===== src/depth_filter_regs_map.vh =====
// register offsets, field layouts, reset values and codes of the filter register bank
`ifndef DEPTH_FILTER_REGS_MAP_VH
`define DEPTH_FILTER_REGS_MAP_VH

// register offsets (16-bit register index space)
`define ADDR_COMMAND_UNLOCK_PASSWORD 16'h0022
`define ADDR_TEST_TRIGGER_CONTROL 16'h01c0
`define ADDR_UPDATE_PROGRESS_STATUS 16'h01d1
`define ADDR_DISTANCE_FILTER_ENABLES 16'h01e0
`define ADDR_MEDIAN_ITERATION_COUNT 16'h01e1
`define ADDR_EDGE_PRESERVING_PARAMS 16'h01e4
`define ADDR_SLIDING_AVERAGE_WINDOW 16'h01e5
`define ADDR_EDGE_PRESERVING_WINDOW 16'h01e6
`define ADDR_FRAME_AVERAGE_DEPTH 16'h01e7
`define ADDR_AMPLITUDE_FILTER_ENABLES 16'h01e9
`define ADDR_EVENT_STATUS 16'h01f0
`define ADDR_EVENT_MASK 16'h01f1

// reset values
`define RST_TEST_TRIGGER_CONTROL 16'h0000
`define RST_UPDATE_PROGRESS_STATUS 8'h00
`define RST_DISTANCE_FILTER_ENABLES 16'h28c0
`define RST_MEDIAN_ITERATION_COUNT 16'h0001
`define RST_EDGE_PRESERVING_PARAMS 16'h13de
`define RST_SLIDING_AVERAGE_WINDOW 16'h0005
`define RST_EDGE_PRESERVING_WINDOW 16'h0003
`define RST_FRAME_AVERAGE_DEPTH 16'h0002
`define RST_AMPLITUDE_FILTER_ENABLES 16'h0000
`define RST_EVENT_MASK 16'h0000

// implemented bits per register; the others read as zero
`define MASK_TEST_TRIGGER_CONTROL 16'h001e
`define MASK_DISTANCE_FILTER_ENABLES 16'h2cd9
`define MASK_LOW_BYTE 16'h00ff
`define MASK_FULL_WORD 16'hffff
`define MASK_SIX_BITS 16'h003f
`define MASK_AMPLITUDE_FILTER_ENABLES 16'h000f
`define MASK_EVENTS 16'h000f

// unlock value for the test trigger register
`define UNLOCK_VALUE 16'h5e6b

// test trigger bits
`define TST_WATCHDOG 1
`define TST_FAKE_COLOR_FAIL 2
`define TST_FAKE_DEPTH_FAIL 3
`define TST_FORCE_POWER_OFF 4

// distance filter enable bits
`define DST_MEDIAN 0
`define DST_BILATERAL 3
`define DST_SLIDING_AVG 4
`define DST_WIGGLING 6
`define DST_FIXED_PATTERN 7
`define DST_FRAME_AVG 10
`define DST_TEMPERATURE 11
`define DST_OFFSETS 13

// amplitude filter enable bits
`define AMP_MEDIAN 0
`define AMP_BILATERAL 1
`define AMP_SLIDING_AVG 2
`define AMP_FRAME_AVG 3

// update progress codes
`define UPD_IDLE 8'h00
`define UPD_OUT_OF_MEMORY 8'h03
`define UPD_CHECKSUM_ERROR 8'h06
`define UPD_ERASING 8'h08
`define UPD_PROGRAMMING 8'h09
`define UPD_ERASE_FAILED 8'h0b
`define UPD_PROGRAM_FAILED 8'h0c
`define UPD_SUCCESS 8'h0e
`define UPD_VERSION_CONFLICT 8'h10
`define UPD_WRONG_IDENTIFIER 8'h12
`define UPD_INCONSISTENT 8'h14
`define UPD_IN_PROGRESS 8'h15
`define UPD_PROTOCOL_VIOLATION 8'hff

// event bits
`define EVT_UPDATE_DONE 0
`define EVT_UPDATE_FAILED 1
`define EVT_TEST_REFUSED 2
`define EVT_TEST_ACCEPTED 3

`endif


===== src/cfg_word_reg.v =====
// one software-writable configuration word with a reset value and a writable-bit mask
`timescale 1ns/1ps
module cfg_word_reg #(
  parameter [15:0] ADDR = 16'h0000,
  parameter [15:0] RESET_VALUE = 16'h0000,
  parameter [15:0] WRITE_MASK = 16'hffff
) (
  // clock and reset
  input wire i_clk,
  input wire i_rst_b,
  // register port
  input wire [15:0] i_addr,
  input wire [15:0] i_wdata,
  input wire i_wr,
  input wire i_wr_allowed,
  // stored value
  output wire [15:0] o_value
);

  reg [15:0] value_reg;
  wire hit;

  assign hit = i_wr && i_wr_allowed && (i_addr == ADDR);
  assign o_value = value_reg;

  // bits outside the mask never leave zero, so reserved bits read back as zero
  always @(posedge i_clk or negedge i_rst_b) begin
    if (!i_rst_b) begin
      value_reg <= RESET_VALUE & WRITE_MASK;
    end else if (hit) begin
      value_reg <= i_wdata & WRITE_MASK;
    end
  end

endmodule


===== src/depth_filter_regs.v =====
// configuration and status register bank for the depth camera filter chain and test commands
//
// Operation
// test register bits trigger four test actions
// host writes unlock value before test write
// test write ignored unless unlock directly precedes
// update status reports idle and progress codes
// update status reports outcome and failure codes
// distance median, bilateral, sliding average enables
// distance wiggling and fixed-pattern noise enables
// distance frame averaging and temperature enables
// distance per-pixel offset enable, bit 13
// median iterations in low eight bits
// bilateral range, spatial widths and iterations
// square size squared; sliding window low byte
// frame average count in low eight bits
// amplitude median, bilateral, sliding, frame enables
// amplitude frame average needs distance bit 10
`timescale 1ns/1ps
`include "depth_filter_regs_map.vh"
module depth_filter_regs (
  // clock and reset
  input wire i_clk,
  input wire i_rst_b,
  // register port
  input wire [15:0] i_addr,
  input wire [15:0] i_wdata,
  input wire i_wr,
  input wire i_rd,
  output wire [15:0] o_rdata,
  // interrupt
  output wire o_irq,
  // update unit progress code
  input wire [7:0] i_update_code,
  // test triggers
  output wire o_watchdog_test,
  output wire o_fake_color_fail,
  output wire o_fake_depth_fail,
  output wire o_force_power_off,
  // distance image processing enables
  output wire o_dist_median_en,
  output wire o_dist_bilateral_en,
  output wire o_dist_sliding_avg_en,
  output wire o_dist_wiggling_en,
  output wire o_dist_fixed_pattern_en,
  output wire o_dist_frame_avg_en,
  output wire o_dist_temperature_en,
  output wire o_dist_offsets_en,
  // amplitude image processing enables
  output wire o_amp_median_en,
  output wire o_amp_bilateral_en,
  output wire o_amp_sliding_avg_en,
  output wire o_amp_frame_avg_en,
  // filter parameters
  output wire [7:0] o_median_iterations,
  output wire [5:0] o_bilateral_range_width,
  output wire [5:0] o_bilateral_spatial_width,
  output wire [3:0] o_bilateral_iterations,
  output wire [5:0] o_bilateral_square_size,
  output wire [11:0] o_bilateral_window_size,
  output wire [7:0] o_sliding_window_size,
  output wire [7:0] o_frame_average_count
);

  // stored words
  wire [15:0] test_trigger_control;
  wire [15:0] distance_filter_enables;
  wire [15:0] median_iteration_count;
  wire [15:0] edge_preserving_params;
  wire [15:0] sliding_average_window;
  wire [15:0] edge_preserving_window;
  wire [15:0] frame_average_depth;
  wire [15:0] amplitude_filter_enables;
  wire [15:0] event_mask;

  // internal state
  reg unlock_reg;
  reg unlock_next;
  reg [7:0] update_status_reg;
  reg [15:0] event_status_reg;
  reg [15:0] event_status_next;
  reg [15:0] rdata_reg;
  reg [15:0] rdata_next;
  reg [11:0] window_size_reg;
  reg amp_frame_avg_reg;
  reg update_failed;
  reg [15:0] event_set;

  wire test_write;
  wire code_changed;

  assign test_write = i_wr && (i_addr == `ADDR_TEST_TRIGGER_CONTROL);
  assign code_changed = (i_update_code != update_status_reg);

  // unlock value arms the test register
  // any other write in between disarms it
  always @* begin
    unlock_next = unlock_reg;
    if (i_wr) begin
      unlock_next = (i_addr == `ADDR_COMMAND_UNLOCK_PASSWORD) && (i_wdata == `UNLOCK_VALUE);
    end
  end

  always @(posedge i_clk or negedge i_rst_b) begin
    if (!i_rst_b) begin
      unlock_reg <= 1'b0;
    end else begin
      unlock_reg <= unlock_next;
    end
  end

  // test triggers, written only while armed
  // the write strobe is gated by the unlock flag
  cfg_word_reg #(
    .ADDR(`ADDR_TEST_TRIGGER_CONTROL),
    .RESET_VALUE(`RST_TEST_TRIGGER_CONTROL),
    .WRITE_MASK(`MASK_TEST_TRIGGER_CONTROL)
  ) u_test_trigger_control (
    .i_clk(i_clk),
    .i_rst_b(i_rst_b),
    .i_addr(i_addr),
    .i_wdata(i_wdata),
    .i_wr(i_wr),
    .i_wr_allowed(unlock_reg),
    .o_value(test_trigger_control)
  );

  // distance filter enable word
  cfg_word_reg #(
    .ADDR(`ADDR_DISTANCE_FILTER_ENABLES),
    .RESET_VALUE(`RST_DISTANCE_FILTER_ENABLES),
    .WRITE_MASK(`MASK_DISTANCE_FILTER_ENABLES)
  ) u_distance_filter_enables (
    .i_clk(i_clk),
    .i_rst_b(i_rst_b),
    .i_addr(i_addr),
    .i_wdata(i_wdata),
    .i_wr(i_wr),
    .i_wr_allowed(1'b1),
    .o_value(distance_filter_enables)
  );

  // median iterations
  cfg_word_reg #(
    .ADDR(`ADDR_MEDIAN_ITERATION_COUNT),
    .RESET_VALUE(`RST_MEDIAN_ITERATION_COUNT),
    .WRITE_MASK(`MASK_LOW_BYTE)
  ) u_median_iteration_count (
    .i_clk(i_clk),
    .i_rst_b(i_rst_b),
    .i_addr(i_addr),
    .i_wdata(i_wdata),
    .i_wr(i_wr),
    .i_wr_allowed(1'b1),
    .o_value(median_iteration_count)
  );

  // bilateral kernel widths and iterations
  cfg_word_reg #(
    .ADDR(`ADDR_EDGE_PRESERVING_PARAMS),
    .RESET_VALUE(`RST_EDGE_PRESERVING_PARAMS),
    .WRITE_MASK(`MASK_FULL_WORD)
  ) u_edge_preserving_params (
    .i_clk(i_clk),
    .i_rst_b(i_rst_b),
    .i_addr(i_addr),
    .i_wdata(i_wdata),
    .i_wr(i_wr),
    .i_wr_allowed(1'b1),
    .o_value(edge_preserving_params)
  );

  // sliding average window
  cfg_word_reg #(
    .ADDR(`ADDR_SLIDING_AVERAGE_WINDOW),
    .RESET_VALUE(`RST_SLIDING_AVERAGE_WINDOW),
    .WRITE_MASK(`MASK_LOW_BYTE)
  ) u_sliding_average_window (
    .i_clk(i_clk),
    .i_rst_b(i_rst_b),
    .i_addr(i_addr),
    .i_wdata(i_wdata),
    .i_wr(i_wr),
    .i_wr_allowed(1'b1),
    .o_value(sliding_average_window)
  );

  // bilateral square size
  cfg_word_reg #(
    .ADDR(`ADDR_EDGE_PRESERVING_WINDOW),
    .RESET_VALUE(`RST_EDGE_PRESERVING_WINDOW),
    .WRITE_MASK(`MASK_SIX_BITS)
  ) u_edge_preserving_window (
    .i_clk(i_clk),
    .i_rst_b(i_rst_b),
    .i_addr(i_addr),
    .i_wdata(i_wdata),
    .i_wr(i_wr),
    .i_wr_allowed(1'b1),
    .o_value(edge_preserving_window)
  );

  // frames to average
  cfg_word_reg #(
    .ADDR(`ADDR_FRAME_AVERAGE_DEPTH),
    .RESET_VALUE(`RST_FRAME_AVERAGE_DEPTH),
    .WRITE_MASK(`MASK_LOW_BYTE)
  ) u_frame_average_depth (
    .i_clk(i_clk),
    .i_rst_b(i_rst_b),
    .i_addr(i_addr),
    .i_wdata(i_wdata),
    .i_wr(i_wr),
    .i_wr_allowed(1'b1),
    .o_value(frame_average_depth)
  );

  // amplitude filter enable word
  cfg_word_reg #(
    .ADDR(`ADDR_AMPLITUDE_FILTER_ENABLES),
    .RESET_VALUE(`RST_AMPLITUDE_FILTER_ENABLES),
    .WRITE_MASK(`MASK_AMPLITUDE_FILTER_ENABLES)
  ) u_amplitude_filter_enables (
    .i_clk(i_clk),
    .i_rst_b(i_rst_b),
    .i_addr(i_addr),
    .i_wdata(i_wdata),
    .i_wr(i_wr),
    .i_wr_allowed(1'b1),
    .o_value(amplitude_filter_enables)
  );

  cfg_word_reg #(
    .ADDR(`ADDR_EVENT_MASK),
    .RESET_VALUE(`RST_EVENT_MASK),
    .WRITE_MASK(`MASK_EVENTS)
  ) u_event_mask (
    .i_clk(i_clk),
    .i_rst_b(i_rst_b),
    .i_addr(i_addr),
    .i_wdata(i_wdata),
    .i_wr(i_wr),
    .i_wr_allowed(1'b1),
    .o_value(event_mask)
  );

  // codes that end an update unsuccessfully
  always @* begin
    case (i_update_code)
      `UPD_OUT_OF_MEMORY,
      `UPD_CHECKSUM_ERROR,
      `UPD_ERASE_FAILED,
      `UPD_PROGRAM_FAILED,
      `UPD_VERSION_CONFLICT,
      `UPD_WRONG_IDENTIFIER,
      `UPD_INCONSISTENT,
      `UPD_PROTOCOL_VIOLATION: update_failed = 1'b1;
      default: update_failed = 1'b0;
    endcase
  end

  // progress code mirrored from the update unit
  always @(posedge i_clk or negedge i_rst_b) begin
    if (!i_rst_b) begin
      update_status_reg <= `RST_UPDATE_PROGRESS_STATUS;
    end else begin
      update_status_reg <= i_update_code;
    end
  end

  // update events fire once, on the cycle the code first takes the new value; test events fire on every test write
  always @* begin
    event_set = 16'h0000;
    event_set[`EVT_UPDATE_DONE] = code_changed && (i_update_code == `UPD_SUCCESS);
    event_set[`EVT_UPDATE_FAILED] = code_changed && update_failed;
    event_set[`EVT_TEST_REFUSED] = test_write && !unlock_reg;
    event_set[`EVT_TEST_ACCEPTED] = test_write && unlock_reg;
  end

  // write one to clear; a set in the same cycle wins over the clear
  always @* begin
    event_status_next = event_status_reg;
    if (i_wr && (i_addr == `ADDR_EVENT_STATUS)) begin
      event_status_next = event_status_reg & ~i_wdata;
    end
    event_status_next = (event_status_next | event_set) & `MASK_EVENTS;
  end

  always @(posedge i_clk or negedge i_rst_b) begin
    if (!i_rst_b) begin
      event_status_reg <= 16'h0000;
    end else begin
      event_status_reg <= event_status_next;
    end
  end

  assign o_irq = |(event_status_reg & event_mask);

  // window is square size squared, registered so the multiplier stays off the output
  // amplitude frame averaging gated by distance frame averaging
  always @(posedge i_clk or negedge i_rst_b) begin
    if (!i_rst_b) begin
      window_size_reg <= 12'h000;
      amp_frame_avg_reg <= 1'b0;
    end else begin
      window_size_reg <= {6'h00, edge_preserving_window[5:0]} *
                         {6'h00, edge_preserving_window[5:0]};
      amp_frame_avg_reg <= amplitude_filter_enables[`AMP_FRAME_AVG] &
                           distance_filter_enables[`DST_FRAME_AVG];
    end
  end

  // read mux; the password reads zero so the unlock value never leaks back
  always @* begin
    rdata_next = 16'h0000;
    if (i_rd) begin
      case (i_addr)
        `ADDR_TEST_TRIGGER_CONTROL: rdata_next = test_trigger_control;
        `ADDR_UPDATE_PROGRESS_STATUS: rdata_next = {8'h00, update_status_reg};
        `ADDR_DISTANCE_FILTER_ENABLES: rdata_next = distance_filter_enables;
        `ADDR_MEDIAN_ITERATION_COUNT: rdata_next = median_iteration_count;
        `ADDR_EDGE_PRESERVING_PARAMS: rdata_next = edge_preserving_params;
        `ADDR_SLIDING_AVERAGE_WINDOW: rdata_next = sliding_average_window;
        `ADDR_EDGE_PRESERVING_WINDOW: rdata_next = edge_preserving_window;
        `ADDR_FRAME_AVERAGE_DEPTH: rdata_next = frame_average_depth;
        `ADDR_AMPLITUDE_FILTER_ENABLES: rdata_next = amplitude_filter_enables;
        `ADDR_EVENT_STATUS: rdata_next = event_status_reg;
        `ADDR_EVENT_MASK: rdata_next = event_mask;
        default: rdata_next = 16'h0000;
      endcase
    end
  end

  always @(posedge i_clk or negedge i_rst_b) begin
    if (!i_rst_b) begin
      rdata_reg <= 16'h0000;
    end else begin
      rdata_reg <= rdata_next;
    end
  end

  assign o_rdata = rdata_reg;

  // test trigger outputs
  assign o_watchdog_test = test_trigger_control[`TST_WATCHDOG];
  assign o_fake_color_fail = test_trigger_control[`TST_FAKE_COLOR_FAIL];
  assign o_fake_depth_fail = test_trigger_control[`TST_FAKE_DEPTH_FAIL];
  assign o_force_power_off = test_trigger_control[`TST_FORCE_POWER_OFF];

  // distance filter enables
  assign o_dist_median_en = distance_filter_enables[`DST_MEDIAN];
  assign o_dist_bilateral_en = distance_filter_enables[`DST_BILATERAL];
  assign o_dist_sliding_avg_en = distance_filter_enables[`DST_SLIDING_AVG];
  // distance compensations
  assign o_dist_wiggling_en = distance_filter_enables[`DST_WIGGLING];
  assign o_dist_fixed_pattern_en = distance_filter_enables[`DST_FIXED_PATTERN];
  // frame averaging and temperature
  assign o_dist_frame_avg_en = distance_filter_enables[`DST_FRAME_AVG];
  assign o_dist_temperature_en = distance_filter_enables[`DST_TEMPERATURE];
  // per-pixel offsets
  assign o_dist_offsets_en = distance_filter_enables[`DST_OFFSETS];

  // amplitude filter enables
  assign o_amp_median_en = amplitude_filter_enables[`AMP_MEDIAN];
  assign o_amp_bilateral_en = amplitude_filter_enables[`AMP_BILATERAL];
  assign o_amp_sliding_avg_en = amplitude_filter_enables[`AMP_SLIDING_AVG];
  assign o_amp_frame_avg_en = amp_frame_avg_reg;

  // median field
  assign o_median_iterations = median_iteration_count[7:0];
  // bilateral fields
  assign o_bilateral_range_width = edge_preserving_params[5:0];
  assign o_bilateral_spatial_width = edge_preserving_params[11:6];
  assign o_bilateral_iterations = edge_preserving_params[15:12];
  // window fields
  assign o_bilateral_square_size = edge_preserving_window[5:0];
  assign o_bilateral_window_size = window_size_reg;
  assign o_sliding_window_size = sliding_average_window[7:0];
  // frame count
  assign o_frame_average_count = frame_average_depth[7:0];

endmodule


===== config.mk =====
export PLATFORM = sky130hd
export DESIGN_NAME = depth_filter_regs
export DESIGN_NICKNAME = d
export VERILOG_FILES = /design/src/cfg_word_reg.v /design/src/depth_filter_regs.v
export VERILOG_INCLUDE_DIRS = /design/src
export SDC_FILE = /design/constraint.sdc
export NUM_CORES = 1
export LEC_CHECK = 0
export BUFFER_PORTS_ARGS = -buffer_cell sky130_fd_sc_hd__buf_2
export CAP_MARGIN = 20
export CORE_UTILIZATION = 50
export CTS_CLUSTER_SIZE = 24
export DETAILED_ROUTE_END_ITERATION = 8
export PLACE_DENSITY = 0.82
export SYNTH_ARGS = -nofsm -noshare
export SYNTH_HDL_FRONTEND = slang
export SYNTH_SLANG_ARGS = --single-unit

===== constraint.sdc =====
create_clock -name i_clk -period 4.5 [get_ports i_clk]
set_clock_uncertainty 0.15 [all_clocks]
set_input_delay 0.45 -clock i_clk [delete_from_list [all_inputs] [get_ports i_clk]]
set_output_delay 0.45 -clock i_clk [all_outputs]
set_load 0.02 [all_outputs]

# Word level (Yosys, flattened, before mapping)
# Index checks and enable logic that the tools add are counted.
[word_totals] out_inout_bits=91 input_bits=44 regBits=108 wordCells=68
[classes] multipliers=1 n_eq_ne=23 reduce_logical=20 mux=4 bitwise=5
[ops] op="== test 16 x 9 -> 1 bit (second input constant)" n=11
[ops] op="one-hot mux 16 bit (11 select lines)" n=1
[ops] op="== test 8 x 4 -> 1 bit (second input constant)" n=3
[ops] op="== test 8 x 5 -> 1 bit (second input constant)" n=3
[ops] op="logical AND 1 bit" n=17
[ops] op="== test 16 x 15 -> 1 bit (second input constant)" n=1
[ops] op="== test 16 x 6 -> 1 bit (second input constant)" n=1
[ops] op="two-way mux 16 bit" n=1
[ops] op="OR reduction 16 bit" n=1
[ops] op="multiplier 6 x 6 -> 12 bit" n=1
[ops] op="AND 4 bit" n=2
[ops] op="== test 8 x 2 -> 1 bit (second input constant)" n=1
[ops] op="== test 8 x 3 -> 1 bit (second input constant)" n=1
[ops] op="== test 8 bit (second input constant)" n=1
[ops] op="inequality test 8 bit" n=1
[ops] op="OR reduction 8 bit" n=1
[ops] op="two-way mux 4 bit" n=1
[ops] op="inverter 4 bit" n=1
[ops] op="bitwise OR 4 bit" n=1
[ops] op="AND 1 bit" n=1
[ops] op="zero test 1 bit" n=1
[ops] op="two-way mux 1 bit" n=1

# Depth between registers and ports, before layout
# Gate-level depths: netlist (run 1).
[logic_depth] ltp_word=5 depth_mapped=15

# Hierarchy
# From an unflattened synthesis (run 1), not the netlist that was laid out.
[unflattened] cells_unflattened=629 hier_area_um2=6970.4
[by_module_without_submodules] module="depth_filter_regs" cells_per_inst=351 seq_area_each_um2=1026.0 n_inst=1 area_per_inst_um2=3367.0
[by_module_without_submodules] module="cfg_word_reg at u_edge_preserving_params" cells_per_inst=39 seq_area_each_um2=411.6 n_inst=1 area_per_inst_um2=669.4
[by_module_without_submodules] module="cfg_word_reg at u_frame_average_depth" cells_per_inst=32 seq_area_each_um2=201.4 n_inst=1 area_per_inst_um2=427.9
[by_module_without_submodules] module="cfg_word_reg at u_distance_filter_enables" cells_per_inst=31 seq_area_each_um2=205.2 n_inst=1 area_per_inst_um2=421.7
[by_module_without_submodules] module="cfg_word_reg at u_median_iteration_count" cells_per_inst=31 seq_area_each_um2=201.4 n_inst=1 area_per_inst_um2=420.4
[by_module_without_submodules] module="cfg_word_reg at u_sliding_average_window" cells_per_inst=32 seq_area_each_um2=202.7 n_inst=1 area_per_inst_um2=411.6
[by_module_without_submodules] module="cfg_word_reg at u_edge_preserving_window" cells_per_inst=30 seq_area_each_um2=152.6 n_inst=1 area_per_inst_um2=354.1
[by_module_without_submodules] module="cfg_word_reg at u_amplitude_filter_enables" cells_per_inst=28 seq_area_each_um2=100.1 n_inst=1 area_per_inst_um2=309.0
[by_module_without_submodules] module="cfg_word_reg at u_event_mask" cells_per_inst=27 seq_area_each_um2=100.1 n_inst=1 area_per_inst_um2=297.8
[by_module_without_submodules] module="cfg_word_reg at u_test_trigger_control" cells_per_inst=28 seq_area_each_um2=100.1 n_inst=1 area_per_inst_um2=291.5

# Worst setup path before layout (run 1)
# No wires, ideal clock.
[synth_path] path_type="reg-to-reg" startpoint="reg u_edge_preserving_window.value_reg[1] (netlist: u_edge_preserving_window.o_value[1])" endpoint="reg window_size_reg[10] (netlist: o_bilateral_window_size[10])" path_slack_ns=0.864 t_required_ns=4.270 path_buffers=0 setup_time_ns=0.080 arrival_time_ns=3.406 path_stages_with_launch=12 path_cell_list="dfstp_2 -> nand2_1 -> fa_1 -> fa_1 -> fa_1 -> inv_1 -> ha_1 -> a31oi_1 -> o21ai_0 -> a21o_1 -> a21oi_1 -> xnor2_1"
[synth_between] elab_chain_cells=1
[synth_rtl] item="start: declaration" line_no="cfg_word_reg.v:20" text="reg [15:0] value_reg;"
[synth_rtl] item="start signal: assignment" line_no="cfg_word_reg.v:29" text="value_reg <= RESET_VALUE & WRITE_MASK;"
[synth_rtl] item="start signal: assignment" line_no="cfg_word_reg.v:31" text="value_reg <= i_wdata & WRITE_MASK;"
[synth_rtl] item="multiplier 6 x 6 -> 12 bit" line_no="depth_filter_regs.v:306" text="window_size_reg <= {6'h00, edge_preserving_window[5:0]} *"
[synth_rtl] item="end signal: assignment" line_no="depth_filter_regs.v:306"
[synth_rtl] item="end: declaration" line_no="depth_filter_regs.v:84" text="reg [11:0] window_size_reg;"
# No other way between the ends.
# A chain may end at the register's enable or synchronous reset.

# Worst setup path in the final report (run 1)
# Ends and elaborated chain as after synthesis.

==> results of run 1 <==
-- where the power goes --
group          total (mW)  switching, mW  internal, mW
Clock               0.547          0.341         0.206
Sequential          0.975        0.00604         0.969
Combinational      0.0997         0.0665        0.0332
Total                1.62          0.413          1.21
-- cell usage after synthesis, types with 9 or more instances --
| master | instances | area share |
|---|---|---|
| sky130_fd_sc_hd__nor3_1 | 9 | 0.0083 |
| sky130_fd_sc_hd__xnor2_1 | 14 | 0.023 |
| sky130_fd_sc_hd__dfrtp_1 | 88 | 0.41 |
| sky130_fd_sc_hd__and2_1 | 9 | 0.010 |
| sky130_fd_sc_hd__dfstp_2 | 19 | 0.092 |
| sky130_fd_sc_hd__nand3_1 | 12 | 0.011 |
| sky130_fd_sc_hd__a22oi_1 | 18 | 0.025 |
| sky130_fd_sc_hd__clkbuf_1 | 12 | 0.0083 |
| sky130_fd_sc_hd__nor2_1 | 21 | 0.015 |
| sky130_fd_sc_hd__nand2_1 | 21 | 0.015 |
| sky130_fd_sc_hd__inv_1 | 20 | 0.014 |
| sky130_fd_sc_hd__ha_1 | 13 | 0.030 |
| sky130_fd_sc_hd__mux2_2 | 68 | 0.14 |
-- layer usage --
| metal | vias up | track usage | share of wire |
|---|---|---|---|
| met5 | - | 0 | 0 |
| met4 | 0 | 0.0913 | 0.030 |
| met3 | 36 | 0.0632 | 0.077 |
| met2 | 182 | 0.408 | 0.49 |
| met1 | 2072 | 0.341 | 0.41 |
| li1 | 1831 | - | - |
-- cells in the final DEF, fill, tap and decap left out, types with 9 or more instances in the layout --
cell                       instances
sky130_fd_sc_hd__nor2_1           21
sky130_fd_sc_hd__mux2_2           68
sky130_fd_sc_hd__nor3_1            9
sky130_fd_sc_hd__dfstp_2          19
sky130_fd_sc_hd__a22oi_1          18
sky130_fd_sc_hd__dfrtp_1          88
sky130_fd_sc_hd__xnor2_1          14
sky130_fd_sc_hd__clkbuf_8          9
sky130_fd_sc_hd__ha_1             13
sky130_fd_sc_hd__buf_2           132
sky130_fd_sc_hd__inv_1            20
sky130_fd_sc_hd__nand2_1          21
sky130_fd_sc_hd__nand3_1          12
sky130_fd_sc_hd__and2_1            9
-- cell type report --
class	count	area, sq um	share of cell area
flip-flops and latches	107	2700	0.425
multi-input cells	287	2540	0.399
repair buffers	136	691	0.109
well taps	136	170	0.0268
clock buffers	10	128	0.0201
inverters	21	78.8	0.0124
clock inverters	6	48.8	0.00768
-- path summary, 6_finish.rpt --
| kind | slack [ns] | to | from |
|---|---|---|---|
| max | 0.66 | o_bilateral_window_size[10] | u_edge_preserving_window.o_value[1] |
| min | 0.04 | o_bilateral_window_size[8] | i_rst_b |
| max reg2reg | 0.66 | o_bilateral_window_size[10] | u_edge_preserving_window.o_value[1] |
| min reg2reg | 0.33 | o_bilateral_window_size[0] | u_edge_preserving_window.o_value[0] |
| max in group asynchronous | 3.14 | u_edge_preserving_params.o_value[8] | i_rst_b |
| min in group i_clk | 0.08 | update_status_reg[6] | i_update_code[6] |
-- per-stage QoR --
stage | cells | power, mW | setup slack [ns] | area, sq um | util
final | 703 | 1.62 | 0.663 | 6350 | 0.610
after CTS | 703 | 1.63 | 0.678 | 6350 | 0.610
after detailed placement | 687 | 1.09 | 0.721 | 6180 | 0.593
after floorplan | 433 | 1.03 | 0.864 | 5410 | -
after global placement | 687 | 1.09 | 0.835 | 6180 | 0.593
after global routing | 703 | 1.69 | 0.488 | 6350 | 0.610
-- kinds of logic (layout without fill, tap and decap cells) --
| group | Yosys count | after routing | synth area share |
|---|---|---|---|
| mux | 77 | 77 | 0.174 |
| other cells | 1 | 1 | 0.000693 |
| xor+xnor | 18 | 18 | 0.0291 |
| simple gates | 115 | 115 | 0.126 |
| fa+ha+maj | 21 | 21 | 0.0596 |
| buf+inv | 39 | 173 | 0.0326 |
| flops | 107 | 107 | 0.499 |
| compound gates | 55 | 55 | 0.0786 |
==> impl_metrics.xml, run 1 <==
<?xml version="1.0" encoding="UTF-8"?>
<metrics>
  <group name="place">
    <metric name="detail_placement_hpwl" unit="mm">10.1</metric>
    <metric name="globalplace.congestion" unit="">0.984</metric>
    <metric name="io_buffer_count" unit="">133</metric>
  </group>
  <group name="cts">
    <metric name="tritoncts" unit="">built</metric>
    <metric name="cts.reportedPaths.clkPinSlew" unit="ns">0.10</metric>
    <metric name="cts_post_setup_buffers_inserted" unit="">0</metric>
    <metric name="cts_inserted_buffers" unit="">9</metric>
    <metric name="clock_tree.root_cell" unit="">sky130_fd_sc_hd__clkbuf_8</metric>
    <metric name="max-clock-path-buffers" unit="">2</metric>
    <metric name="post_cts_hold_buffer_count" unit="">0</metric>
    <metric name="cts_resized" unit="">0</metric>
    <metric name="htree_levels" unit="">3</metric>
    <metric name="clock_latency" unit="ns">0.38</metric>
    <metric name="cts_num_sinks" unit="">107</metric>
  </group>
  <group name="global_routing">
    <metric name="grt_first_pass_wirelength" unit="mm">21.7</metric>
    <metric name="grt.overflow.total" unit="">0</metric>
    <metric name="largest_net_degree_at_the_start_of_global_routing" unit="">73</metric>
    <metric name="first_global_vias" unit="">4107</metric>
    <metric name="track_usage" unit="">0.256</metric>
    <metric name="antenna_found_initial" unit="">0</metric>
  </group>
  <group name="layout">
    <metric name="syn2layout_area_growth" unit="%">17.4</metric>
    <metric name="drive_gt1_frac" unit="">0.455</metric>
    <metric name="nFillCells" unit="">831</metric>
    <metric name="fin_nets" unit="">627</metric>
    <metric name="antenna_cells_inserted" unit="">0</metric>
  </group>
  <group name="setup_path">
    <metric name="type_of_element_capturing_the_critical_path" unit="">flop</metric>
    <metric name="worst-r2r-cell-count" unit="">11</metric>
    <metric name="worstPathArrival" unit="ns">3.99</metric>
    <metric name="crit_path_frequent_cell" unit="">sky130_fd_sc_hd__fa_1</metric>
    <metric name="worst-endpoint-required" unit="ns">4.65</metric>
    <metric name="worstPathCellList" unit="">nand2_1 -&gt; fa_1 -&gt; fa_1 -&gt; fa_1 -&gt; inv_1 -&gt; ha_1 -&gt; a31oi_1 -&gt; o21ai_0 -&gt; a21o_1 -&gt; a21oi_1 -&gt; xnor2_1</metric>
    <metric name="path_delay_family" unit="">adder cells</metric>
    <metric name="timing.critical_path.slowest_cell_delay" unit="ns">0.62</metric>
    <metric name="cp_slowest_cell" unit="">sky130_fd_sc_hd__dfstp_2</metric>
    <metric name="timing_worst_setup_path_type" unit="">reg2reg</metric>
    <metric name="critical_path_startpoint_category" unit="">flop</metric>
    <metric name="worstPathBufferInverterCount" unit="">1</metric>
    <metric name="crit_cells" unit="">11</metric>
    <metric name="worst-path-max-fanout" unit="">9</metric>
  </group>
  <group name="timing">
    <metric name="fmaxAchievable" unit="GHz">0.261</metric>
    <metric name="total_negative_slack" unit="ns">0</metric>
    <metric name="finalHoldViolCount" unit="">0</metric>
    <metric name="worst_slew_margin_rel" unit="">0.401</metric>
    <metric name="timing.final.crit_period" unit="ns">3.84</metric>
    <metric name="setup-violations-final" unit="">0</metric>
    <metric name="final.period_utilization" unit="">0.853</metric>
    <metric name="transition_at_the_pin_with_the_smallest_max_transition_slack" unit="ns">0.898</metric>
    <metric name="fin_hold_ws" unit="ns">0.0406</metric>
    <metric name="timing_max_transition_violations_final" unit="">0</metric>
    <metric name="rsz0062_at_grt" unit="">no</metric>
  </group>
  <group name="synth">
    <metric name="synth_fp_nets" unit="">498</metric>
    <metric name="synth_area" unit="sq um">5410</metric>
    <metric name="post_synth_inst_count" unit="">433</metric>
    <metric name="yosys_warnings" unit="">0</metric>
    <metric name="synth_seq_area_share" unit="">0.499</metric>
    <metric name="async_reset_ff_frac" unit="">1.00</metric>
    <metric name="synth_ff_type" unit="">sky130_fd_sc_hd__dfrtp_1</metric>
    <metric name="average_footprint_of_a_synthesized_cell" unit="sq um">12.5</metric>
    <metric name="synth.ff_latch_count" unit="">107</metric>
    <metric name="synth_edf_count" unit="">0</metric>
    <metric name="yosysUniqueCellTypes" unit="">63</metric>
  </group>
  <group name="floorplan">
    <metric name="die_h" unit="microns">106</metric>
    <metric name="placement_rows" unit="">37</metric>
    <metric name="floorplan.die.width" unit="microns">106</metric>
    <metric name="floorplan.initialDensity" unit="">0.520</metric>
    <metric name="floorplan.io_pins" unit="">135</metric>
    <metric name="die-area" unit="sq um">11200</metric>
    <metric name="design.core.area" unit="sq um">10400</metric>
  </group>
  <group name="worst_hold_path">
    <metric name="min_path_type" unit="">in2async</metric>
  </group>
  <group name="detailed_routing">
    <metric name="drt_first_iter_violations" unit="">310</metric>
    <metric name="detail_route.wirelength" unit="mm">13.6</metric>
    <metric name="route.detailed.wl_per_inst" unit="microns">19.4</metric>
    <metric name="ant_nets" unit="">0</metric>
    <metric name="viasPerCell" unit="">5.86</metric>
    <metric name="length_of_the_first_detailed_routing_pass_in_iterations" unit="">6</metric>
    <metric name="detail_route.drc_violations" unit="">0</metric>
    <metric name="dr_total_vias" unit="">4121</metric>
  </group>
  <group name="power">
    <metric name="ir_drop" unit="V">0.000200</metric>
    <metric name="pwr_density_cell" unit="nW/um^2">255</metric>
    <metric name="static-leakage-power" unit="nW">3.29</metric>
  </group>
  <group name="outcome">
    <metric name="outcome" unit="">finished clean</metric>
  </group>
  <group name="flow_run">
    <metric name="max_cap_violations" unit="">0</metric>
  </group>
</metrics>
(Power assumes the default switching activity.)
==> inputs of run 2 (changes only) <==
BUFFER_PORTS_ARGS = not set   (was -buffer_cell sky130_fd_sc_hd__buf_2)
DONT_BUFFER_PORTS = 1   (was not set)
PLACE_DENSITY = 0.71   (was 0.82)
==> impl_metrics.xml, run 2 (same netlist as run 1, synthesis figures left out) <==
<?xml version="1.0" encoding="UTF-8"?>
<metrics>
  <group name="timing">
    <metric name="timing_max_transition_violations_final" unit="">0</metric>
    <metric name="worst_slew_margin_rel" unit="">0.542</metric>
    <metric name="transition_at_the_pin_with_the_smallest_max_transition_slack" unit="ns">0.683</metric>
    <metric name="finalHoldViolCount" unit="">0</metric>
    <metric name="final.period_utilization" unit="">0.859</metric>
    <metric name="total_negative_slack" unit="ns">0</metric>
    <metric name="fmaxAchievable" unit="GHz">0.259</metric>
    <metric name="setup-violations-final" unit="">0</metric>
    <metric name="timing.final.crit_period" unit="ns">3.86</metric>
    <metric name="rsz0062_at_grt" unit="">no</metric>
    <metric name="fin_hold_ws" unit="ns">0.0359</metric>
  </group>
  <group name="detailed_routing">
    <metric name="detail_route.drc_violations" unit="">0</metric>
    <metric name="detail_route.wirelength" unit="mm">13.5</metric>
    <metric name="drt_first_iter_violations" unit="">254</metric>
    <metric name="ant_nets" unit="">0</metric>
    <metric name="viasPerCell" unit="">6.23</metric>
    <metric name="length_of_the_first_detailed_routing_pass_in_iterations" unit="">4</metric>
    <metric name="dr_total_vias" unit="">3612</metric>
    <metric name="route.detailed.wl_per_inst" unit="microns">23.2</metric>
  </group>
  <group name="layout">
    <metric name="fin_util" unit="">0.559</metric>
    <metric name="stdcell_area" unit="sq um">5820</metric>
    <metric name="drive_gt1_frac" unit="">0.282</metric>
    <metric name="fin_cells" unit="">580</metric>
    <metric name="antenna_cells_inserted" unit="">0</metric>
    <metric name="highest_count_cells_in_the_layout_ignoring_fill_and_taps" unit="">sky130_fd_sc_hd__dfrtp_1, sky130_fd_sc_hd__mux2_2, sky130_fd_sc_hd__nand2_1, sky130_fd_sc_hd__nor2_1, sky130_fd_sc_hd__inv_1</metric>
    <metric name="mostFrequentLayoutCell" unit="">sky130_fd_sc_hd__dfrtp_1</metric>
    <metric name="fin_nets" unit="">506</metric>
    <metric name="syn2layout_area_growth" unit="%">7.58</metric>
    <metric name="nFillCells" unit="">898</metric>
  </group>
  <group name="place">
    <metric name="globalplace.congestion" unit="">0.887</metric>
    <metric name="dpl.cell_count" unit="">555</metric>
    <metric name="placement.cell_area" unit="sq um">5520</metric>
    <metric name="io_buffer_count" unit="">0</metric>
    <metric name="detail_placement_hpwl" unit="mm">9.52</metric>
  </group>
  <group name="flow_run">
    <metric name="max_cap_violations" unit="">0</metric>
  </group>
  <group name="floorplan">
    <metric name="floorplan.die.width" unit="microns">106</metric>
    <metric name="floorplan.io_pins" unit="">135</metric>
    <metric name="floorplan.initialDensity" unit="">0.520</metric>
    <metric name="design.core.area" unit="sq um">10400</metric>
    <metric name="placement_rows" unit="">37</metric>
    <metric name="die_h" unit="microns">106</metric>
    <metric name="die-area" unit="sq um">11200</metric>
  </group>
  <group name="setup_path">
    <metric name="type_of_element_capturing_the_critical_path" unit="">flop</metric>
    <metric name="timing_worst_setup_path_type" unit="">reg2reg</metric>
    <metric name="worst-path-max-fanout" unit="">9</metric>
    <metric name="worst-endpoint-required" unit="ns">4.65</metric>
    <metric name="worstPathCellList" unit="">nand2_1 -&gt; fa_1 -&gt; fa_1 -&gt; fa_1 -&gt; inv_1 -&gt; ha_1 -&gt; a31oi_1 -&gt; o21ai_0 -&gt; a21o_1 -&gt; a21oi_1 -&gt; xnor2_1</metric>
    <metric name="worstPathArrival" unit="ns">4.01</metric>
    <metric name="critical_path_startpoint_category" unit="">flop</metric>
    <metric name="crit_path_frequent_cell" unit="">sky130_fd_sc_hd__fa_1</metric>
    <metric name="timing.critical_path.slowest_cell_delay" unit="ns">0.70</metric>
    <metric name="cp_slowest_cell" unit="">sky130_fd_sc_hd__dfstp_2</metric>
  </group>
  <group name="cts">
    <metric name="cts_post_setup_buffers_inserted" unit="">0</metric>
    <metric name="post_cts_hold_buffer_count" unit="">11</metric>
    <metric name="cts.reportedPaths.clkPinSlew" unit="ns">0.10</metric>
    <metric name="cts_num_sinks" unit="">107</metric>
    <metric name="clock_latency" unit="ns">0.37</metric>
    <metric name="max-clock-path-buffers" unit="">2</metric>
    <metric name="clock_tree.root_cell" unit="">sky130_fd_sc_hd__clkbuf_8</metric>
    <metric name="cts_resized" unit="">0</metric>
    <metric name="tritoncts" unit="">built</metric>
    <metric name="htree_levels" unit="">3</metric>
    <metric name="cts_inserted_buffers" unit="">9</metric>
  </group>
  <group name="global_routing">
    <metric name="first_global_vias" unit="">3778</metric>
    <metric name="largest_net_degree_at_the_start_of_global_routing" unit="">108</metric>
    <metric name="grt.overflow.total" unit="">0</metric>
    <metric name="grt_first_pass_wirelength" unit="mm">21.2</metric>
    <metric name="antenna_found_initial" unit="">0</metric>
    <metric name="track_usage" unit="">0.253</metric>
  </group>
  <group name="outcome">
    <metric name="outcome" unit="">finished clean</metric>
  </group>
  <group name="power">
    <metric name="static-leakage-power" unit="nW">2.69</metric>
    <metric name="ir_drop" unit="V">0.000135</metric>
    <metric name="pwr_density_cell" unit="nW/um^2">278</metric>
  </group>
  <group name="worst_hold_path">
    <metric name="min_path_type" unit="">in2reg</metric>
  </group>
</metrics>
[run 2: cell count changes in the layout (fill, tap and decap cells not counted), sizes merged]
| cell | change |
|---|---|
| inv | -1 |
| clkinvlp | -3 |
| dlygate4sd3 | +10 |
| bufinv | +1 |
| clkinv | +1 |
| buf | -131 |
[run 2: through the flow]
stage                     power (mW)  worst slack (ns)
after global routing            1.67             0.418
final                           1.62             0.636
after CTS                       1.63             0.630
after floorplan                 1.03             0.864
after detailed placement        1.03             0.654
after global placement          1.03             0.714
[run 2: metal layers]
layer | GRT usage | vias to the layer above | routed length [microns]
met5 | 0 | - | 0
met4 | 0.107 | 0 | 344
met3 | 0.0822 | 24 | 1260
met2 | 0.413 | 153 | 6650
met1 | 0.307 | 1855 | 5200
li1 | - | 1580 | -
[run 2: area by class of cell]
type | instances | area (sq um) | area share
flip-flops and latches | 107 | 2700 | 0.464
multi-input cells | 287 | 2540 | 0.435
well taps | 136 | 170 | 0.0292
repair buffers | 15 | 158 | 0.0271
clock buffers | 10 | 128 | 0.0219
inverters | 21 | 78.8 | 0.0135
clock inverters | 4 | 52.6 | 0.00902
[run 2: power by group]
group / leakage (nW) / switching [mW] / internal [mW]
Clock: 0.0926 / 0.327 / 0.254
Combinational: 1.20 / 0.0364 / 0.0279
Sequential: 1.40 / 0.00683 / 0.969
Total: 2.69 / 0.370 / 1.25
[run 2: path summary, 6_finish.rpt]
path | cells past startpoint | slack, ns | start | to
max | 11 | 0.64 | u_edge_preserving_window.o_value[1] | o_bilateral_window_size[10]
min | 1 | 0.04 | i_addr[4] | unlock_reg
max reg2reg | 11 | 0.64 | u_edge_preserving_window.o_value[1] | o_bilateral_window_size[10]
min reg2reg | 0 | 0.37 | u_edge_preserving_window.o_value[0] | o_bilateral_window_size[0]
max in group asynchronous | 2 | 3.24 | i_rst_b | u_edge_preserving_window.o_value[1]
min in group asynchronous | 2 | 0.49 | i_rst_b | o_rdata[12]
[run 2: critical path: cells and delay by family (launching register included)]
family                   cells  cell delay [ns]
adder cells (fa/ha/maj)      4             1.85
AO/OA/AOI/OAI                4             0.82
flip-flops                   1             0.70
XOR/XNOR                     1             0.13
AND/OR/NAND/NOR              1             0.12
buffers and inverters        1             0.04
==> inputs of run 3 (changes only) <==
--- a/constraint.sdc
+++ b/constraint.sdc
@@ -4,2 +4,2 @@
 set_output_delay 0.45 -clock i_clk [all_outputs]
-set_load 0.02 [all_outputs]
+set_load 0.05 [all_outputs]
==> impl_metrics.xml, run 3 (same netlist as run 1, synthesis figures left out) <==
<?xml version="1.0" encoding="UTF-8"?>
<metrics>
  <group name="cts">
    <metric name="max-clock-path-buffers" unit="">2</metric>
    <metric name="clock_tree.root_cell" unit="">sky130_fd_sc_hd__clkbuf_8</metric>
    <metric name="cts_num_sinks" unit="">107</metric>
    <metric name="htree_levels" unit="">3</metric>
    <metric name="cts_inserted_buffers" unit="">9</metric>
    <metric name="clock_latency" unit="ns">0.38</metric>
    <metric name="cts_post_setup_buffers_inserted" unit="">0</metric>
    <metric name="cts.reportedPaths.clkPinSlew" unit="ns">0.11</metric>
    <metric name="tritoncts" unit="">built</metric>
  </group>
  <group name="outcome">
    <metric name="outcome" unit="">finished clean</metric>
  </group>
  <group name="layout">
    <metric name="syn2layout_area_growth" unit="%">8.76</metric>
    <metric name="mostFrequentLayoutCell" unit="">sky130_fd_sc_hd__dfrtp_1</metric>
    <metric name="fin_cells" unit="">584</metric>
    <metric name="drive_gt1_frac" unit="">0.290</metric>
    <metric name="nFillCells" unit="">886</metric>
    <metric name="fin_nets" unit="">508</metric>
    <metric name="antenna_cells_inserted" unit="">0</metric>
    <metric name="highest_count_cells_in_the_layout_ignoring_fill_and_taps" unit="">sky130_fd_sc_hd__dfrtp_1, sky130_fd_sc_hd__mux2_2, sky130_fd_sc_hd__nand2_1, sky130_fd_sc_hd__nor2_1, sky130_fd_sc_hd__inv_1</metric>
    <metric name="stdcell_area" unit="sq um">5890</metric>
  </group>
  <group name="place">
    <metric name="dpl.cell_count" unit="">557</metric>
    <metric name="io_buffer_count" unit="">0</metric>
    <metric name="placement.cell_area" unit="sq um">5530</metric>
    <metric name="globalplace.congestion" unit="">0.879</metric>
    <metric name="place_ws" unit="ns">0.583</metric>
    <metric name="detail_placement_hpwl" unit="mm">9.48</metric>
  </group>
  <group name="floorplan">
    <metric name="die_h" unit="microns">106</metric>
    <metric name="die-area" unit="sq um">11200</metric>
    <metric name="floorplan.initialDensity" unit="">0.520</metric>
    <metric name="placement_rows" unit="">37</metric>
    <metric name="floorplan.io_pins" unit="">135</metric>
    <metric name="design.core.area" unit="sq um">10400</metric>
    <metric name="floorplan.die.width" unit="microns">106</metric>
  </group>
  <group name="power">
    <metric name="p_sw" unit="mW">0.419</metric>
    <metric name="pwr_density_cell" unit="nW/um^2">288</metric>
    <metric name="swShare" unit="">0.247</metric>
    <metric name="share_clk_of_total_power" unit="">0.386</metric>
    <metric name="cell_internal_pwr" unit="mW">1.28</metric>
    <metric name="static-leakage-power" unit="nW">2.72</metric>
    <metric name="proportion_of_power_drawn_by_combinational_gates" unit="">0.038</metric>
    <metric name="seq_power_share" unit="">0.576</metric>
    <metric name="fin_total_pwr" unit="mW">1.70</metric>
    <metric name="ir_drop" unit="V">0.000148</metric>
  </group>
  <group name="timing">
    <metric name="setup-violations-final" unit="">0</metric>
    <metric name="final.period_utilization" unit="">0.875</metric>
    <metric name="rsz0062_at_grt" unit="">no</metric>
    <metric name="worst_slew_margin_rel" unit="">0.509</metric>
    <metric name="fmaxAchievable" unit="GHz">0.254</metric>
    <metric name="transition_at_the_pin_with_the_smallest_max_transition_slack" unit="ns">0.732</metric>
    <metric name="timing.final.crit_period" unit="ns">3.94</metric>
    <metric name="timing_max_transition_violations_final" unit="">0</metric>
    <metric name="total_negative_slack" unit="ns">0</metric>
    <metric name="finalHoldViolCount" unit="">0</metric>
    <metric name="final.setup.worst_slack" unit="ns">0.560</metric>
  </group>
  <group name="global_routing">
    <metric name="largest_net_degree_at_the_start_of_global_routing" unit="">108</metric>
    <metric name="track_usage" unit="">0.247</metric>
    <metric name="grt_first_pass_wirelength" unit="mm">21.0</metric>
    <metric name="first_global_vias" unit="">3746</metric>
    <metric name="grt.overflow.total" unit="">0</metric>
    <metric name="antenna_found_initial" unit="">0</metric>
  </group>
  <group name="setup_path">
    <metric name="timing_worst_setup_path_type" unit="">reg2reg</metric>
    <metric name="worstPathArrival" unit="ns">4.09</metric>
    <metric name="type_of_element_capturing_the_critical_path" unit="">flop</metric>
    <metric name="worst-path-max-fanout" unit="">9</metric>
    <metric name="worst-endpoint-required" unit="ns">4.65</metric>
    <metric name="critical_path_startpoint_category" unit="">flop</metric>
  </group>
  <group name="detailed_routing">
    <metric name="viasPerCell" unit="">6.19</metric>
    <metric name="dr_total_vias" unit="">3615</metric>
    <metric name="detail_route.wirelength" unit="mm">13.1</metric>
    <metric name="route.detailed.wl_per_inst" unit="microns">22.5</metric>
    <metric name="wirelength_met1" unit="mm">5.15</metric>
    <metric name="detail_route.drc_violations" unit="">0</metric>
    <metric name="wl_met2" unit="mm">6.54</metric>
    <metric name="ant_nets" unit="">0</metric>
    <metric name="met3_wirelength" unit="mm">1.16</metric>
    <metric name="length_of_the_first_detailed_routing_pass_in_iterations" unit="">5</metric>
    <metric name="highest_layer" unit="">met4</metric>
    <metric name="drt_first_iter_violations" unit="">181</metric>
  </group>
  <group name="worst_hold_path">
    <metric name="min_path_type" unit="">in2reg</metric>
  </group>
  <group name="flow_run">
    <metric name="max_cap_violations" unit="">0</metric>
  </group>
</metrics>
-- run 3: critical path, cell delays in order, from the launching register on --
cell and delay, ns:
sky130_fd_sc_hd__dfstp_2 0.79, sky130_fd_sc_hd__nand2_1 0.13, sky130_fd_sc_hd__fa_1 0.53, sky130_fd_sc_hd__fa_1 0.51, sky130_fd_sc_hd__fa_1 0.49, sky130_fd_sc_hd__inv_1 0.04, sky130_fd_sc_hd__ha_1 0.31, sky130_fd_sc_hd__a31oi_1 0.26
sky130_fd_sc_hd__o21ai_0 0.18, sky130_fd_sc_hd__a21o_1 0.20, sky130_fd_sc_hd__a21oi_1 0.16, sky130_fd_sc_hd__xnor2_1 0.13
-- run 3: timing repair --
| item | 4_1_cts | 5_1_grt |
|---|---|---|
| hold buffers | 11 | 0 |
| gates resized for setup | 0 | 0 |
| endpoints found under the hold margin | 117 | 0 |
| setup endpoints to repair | 0 | 0 |
-- run 3: stage by stage --
stage	util	hold slack (ns)
finish	0.565	0.0217
detailed placement	0.531	0.00750
CTS	0.565	0.00526
floorplan	-	0.00441
global route	0.565	0.0110
global placement	0.531	0.00779
-- run 3: worst paths after layout --
kind | start | end | slack [ns] | cells after the start
setup / recovery | u_edge_preserving_window.o_value[1] | o_bilateral_window_size[10] | 0.56 | 11
hold / removal | i_addr[4] | unlock_reg | 0.02 | 1
setup reg to reg | u_edge_preserving_window.o_value[1] | o_bilateral_window_size[10] | 0.56 | 11
hold reg to reg | u_amplitude_filter_enables.o_value[3] | o_amp_frame_avg_en | 0.40 | 1
max in group asynchronous | i_rst_b | u_edge_preserving_params.o_value[12] | 3.23 | 2
min in group asynchronous | i_rst_b | u_sliding_average_window.o_value[3] | 0.57 | 2
-- run 3: cell type report --
type / instances / area, sq um / area share
Clock buffer: 9 / 124 / 0.0210
Clock inverter: 7 / 105 / 0.0178
Inverter: 21 / 78.8 / 0.0134
Multi-Input combinational cell: 287 / 2540 / 0.431
Sequential cell: 107 / 2700 / 0.459
Tap cell: 136 / 170 / 0.0289
Timing Repair Buffer: 17 / 173 / 0.0293
-- run 3: routing by layer --
layer	vias up	global-route usage
met5	-	0
met3	20	0.0828
met1	1851	0.304
met4	0	0.0883
li1	1590	-
met2	154	0.407
-- run 3: power groups by stage --
stage               sequential [mW]  combinational [mW]  clock, mW
floorplan                     0.992              0.0418          0
global placement              0.994              0.0352          0
detailed placement            0.995              0.0357          0
CTS                           0.976              0.0661      0.675
global route                  0.978              0.0730      0.707
finish                        0.977              0.0649      0.655
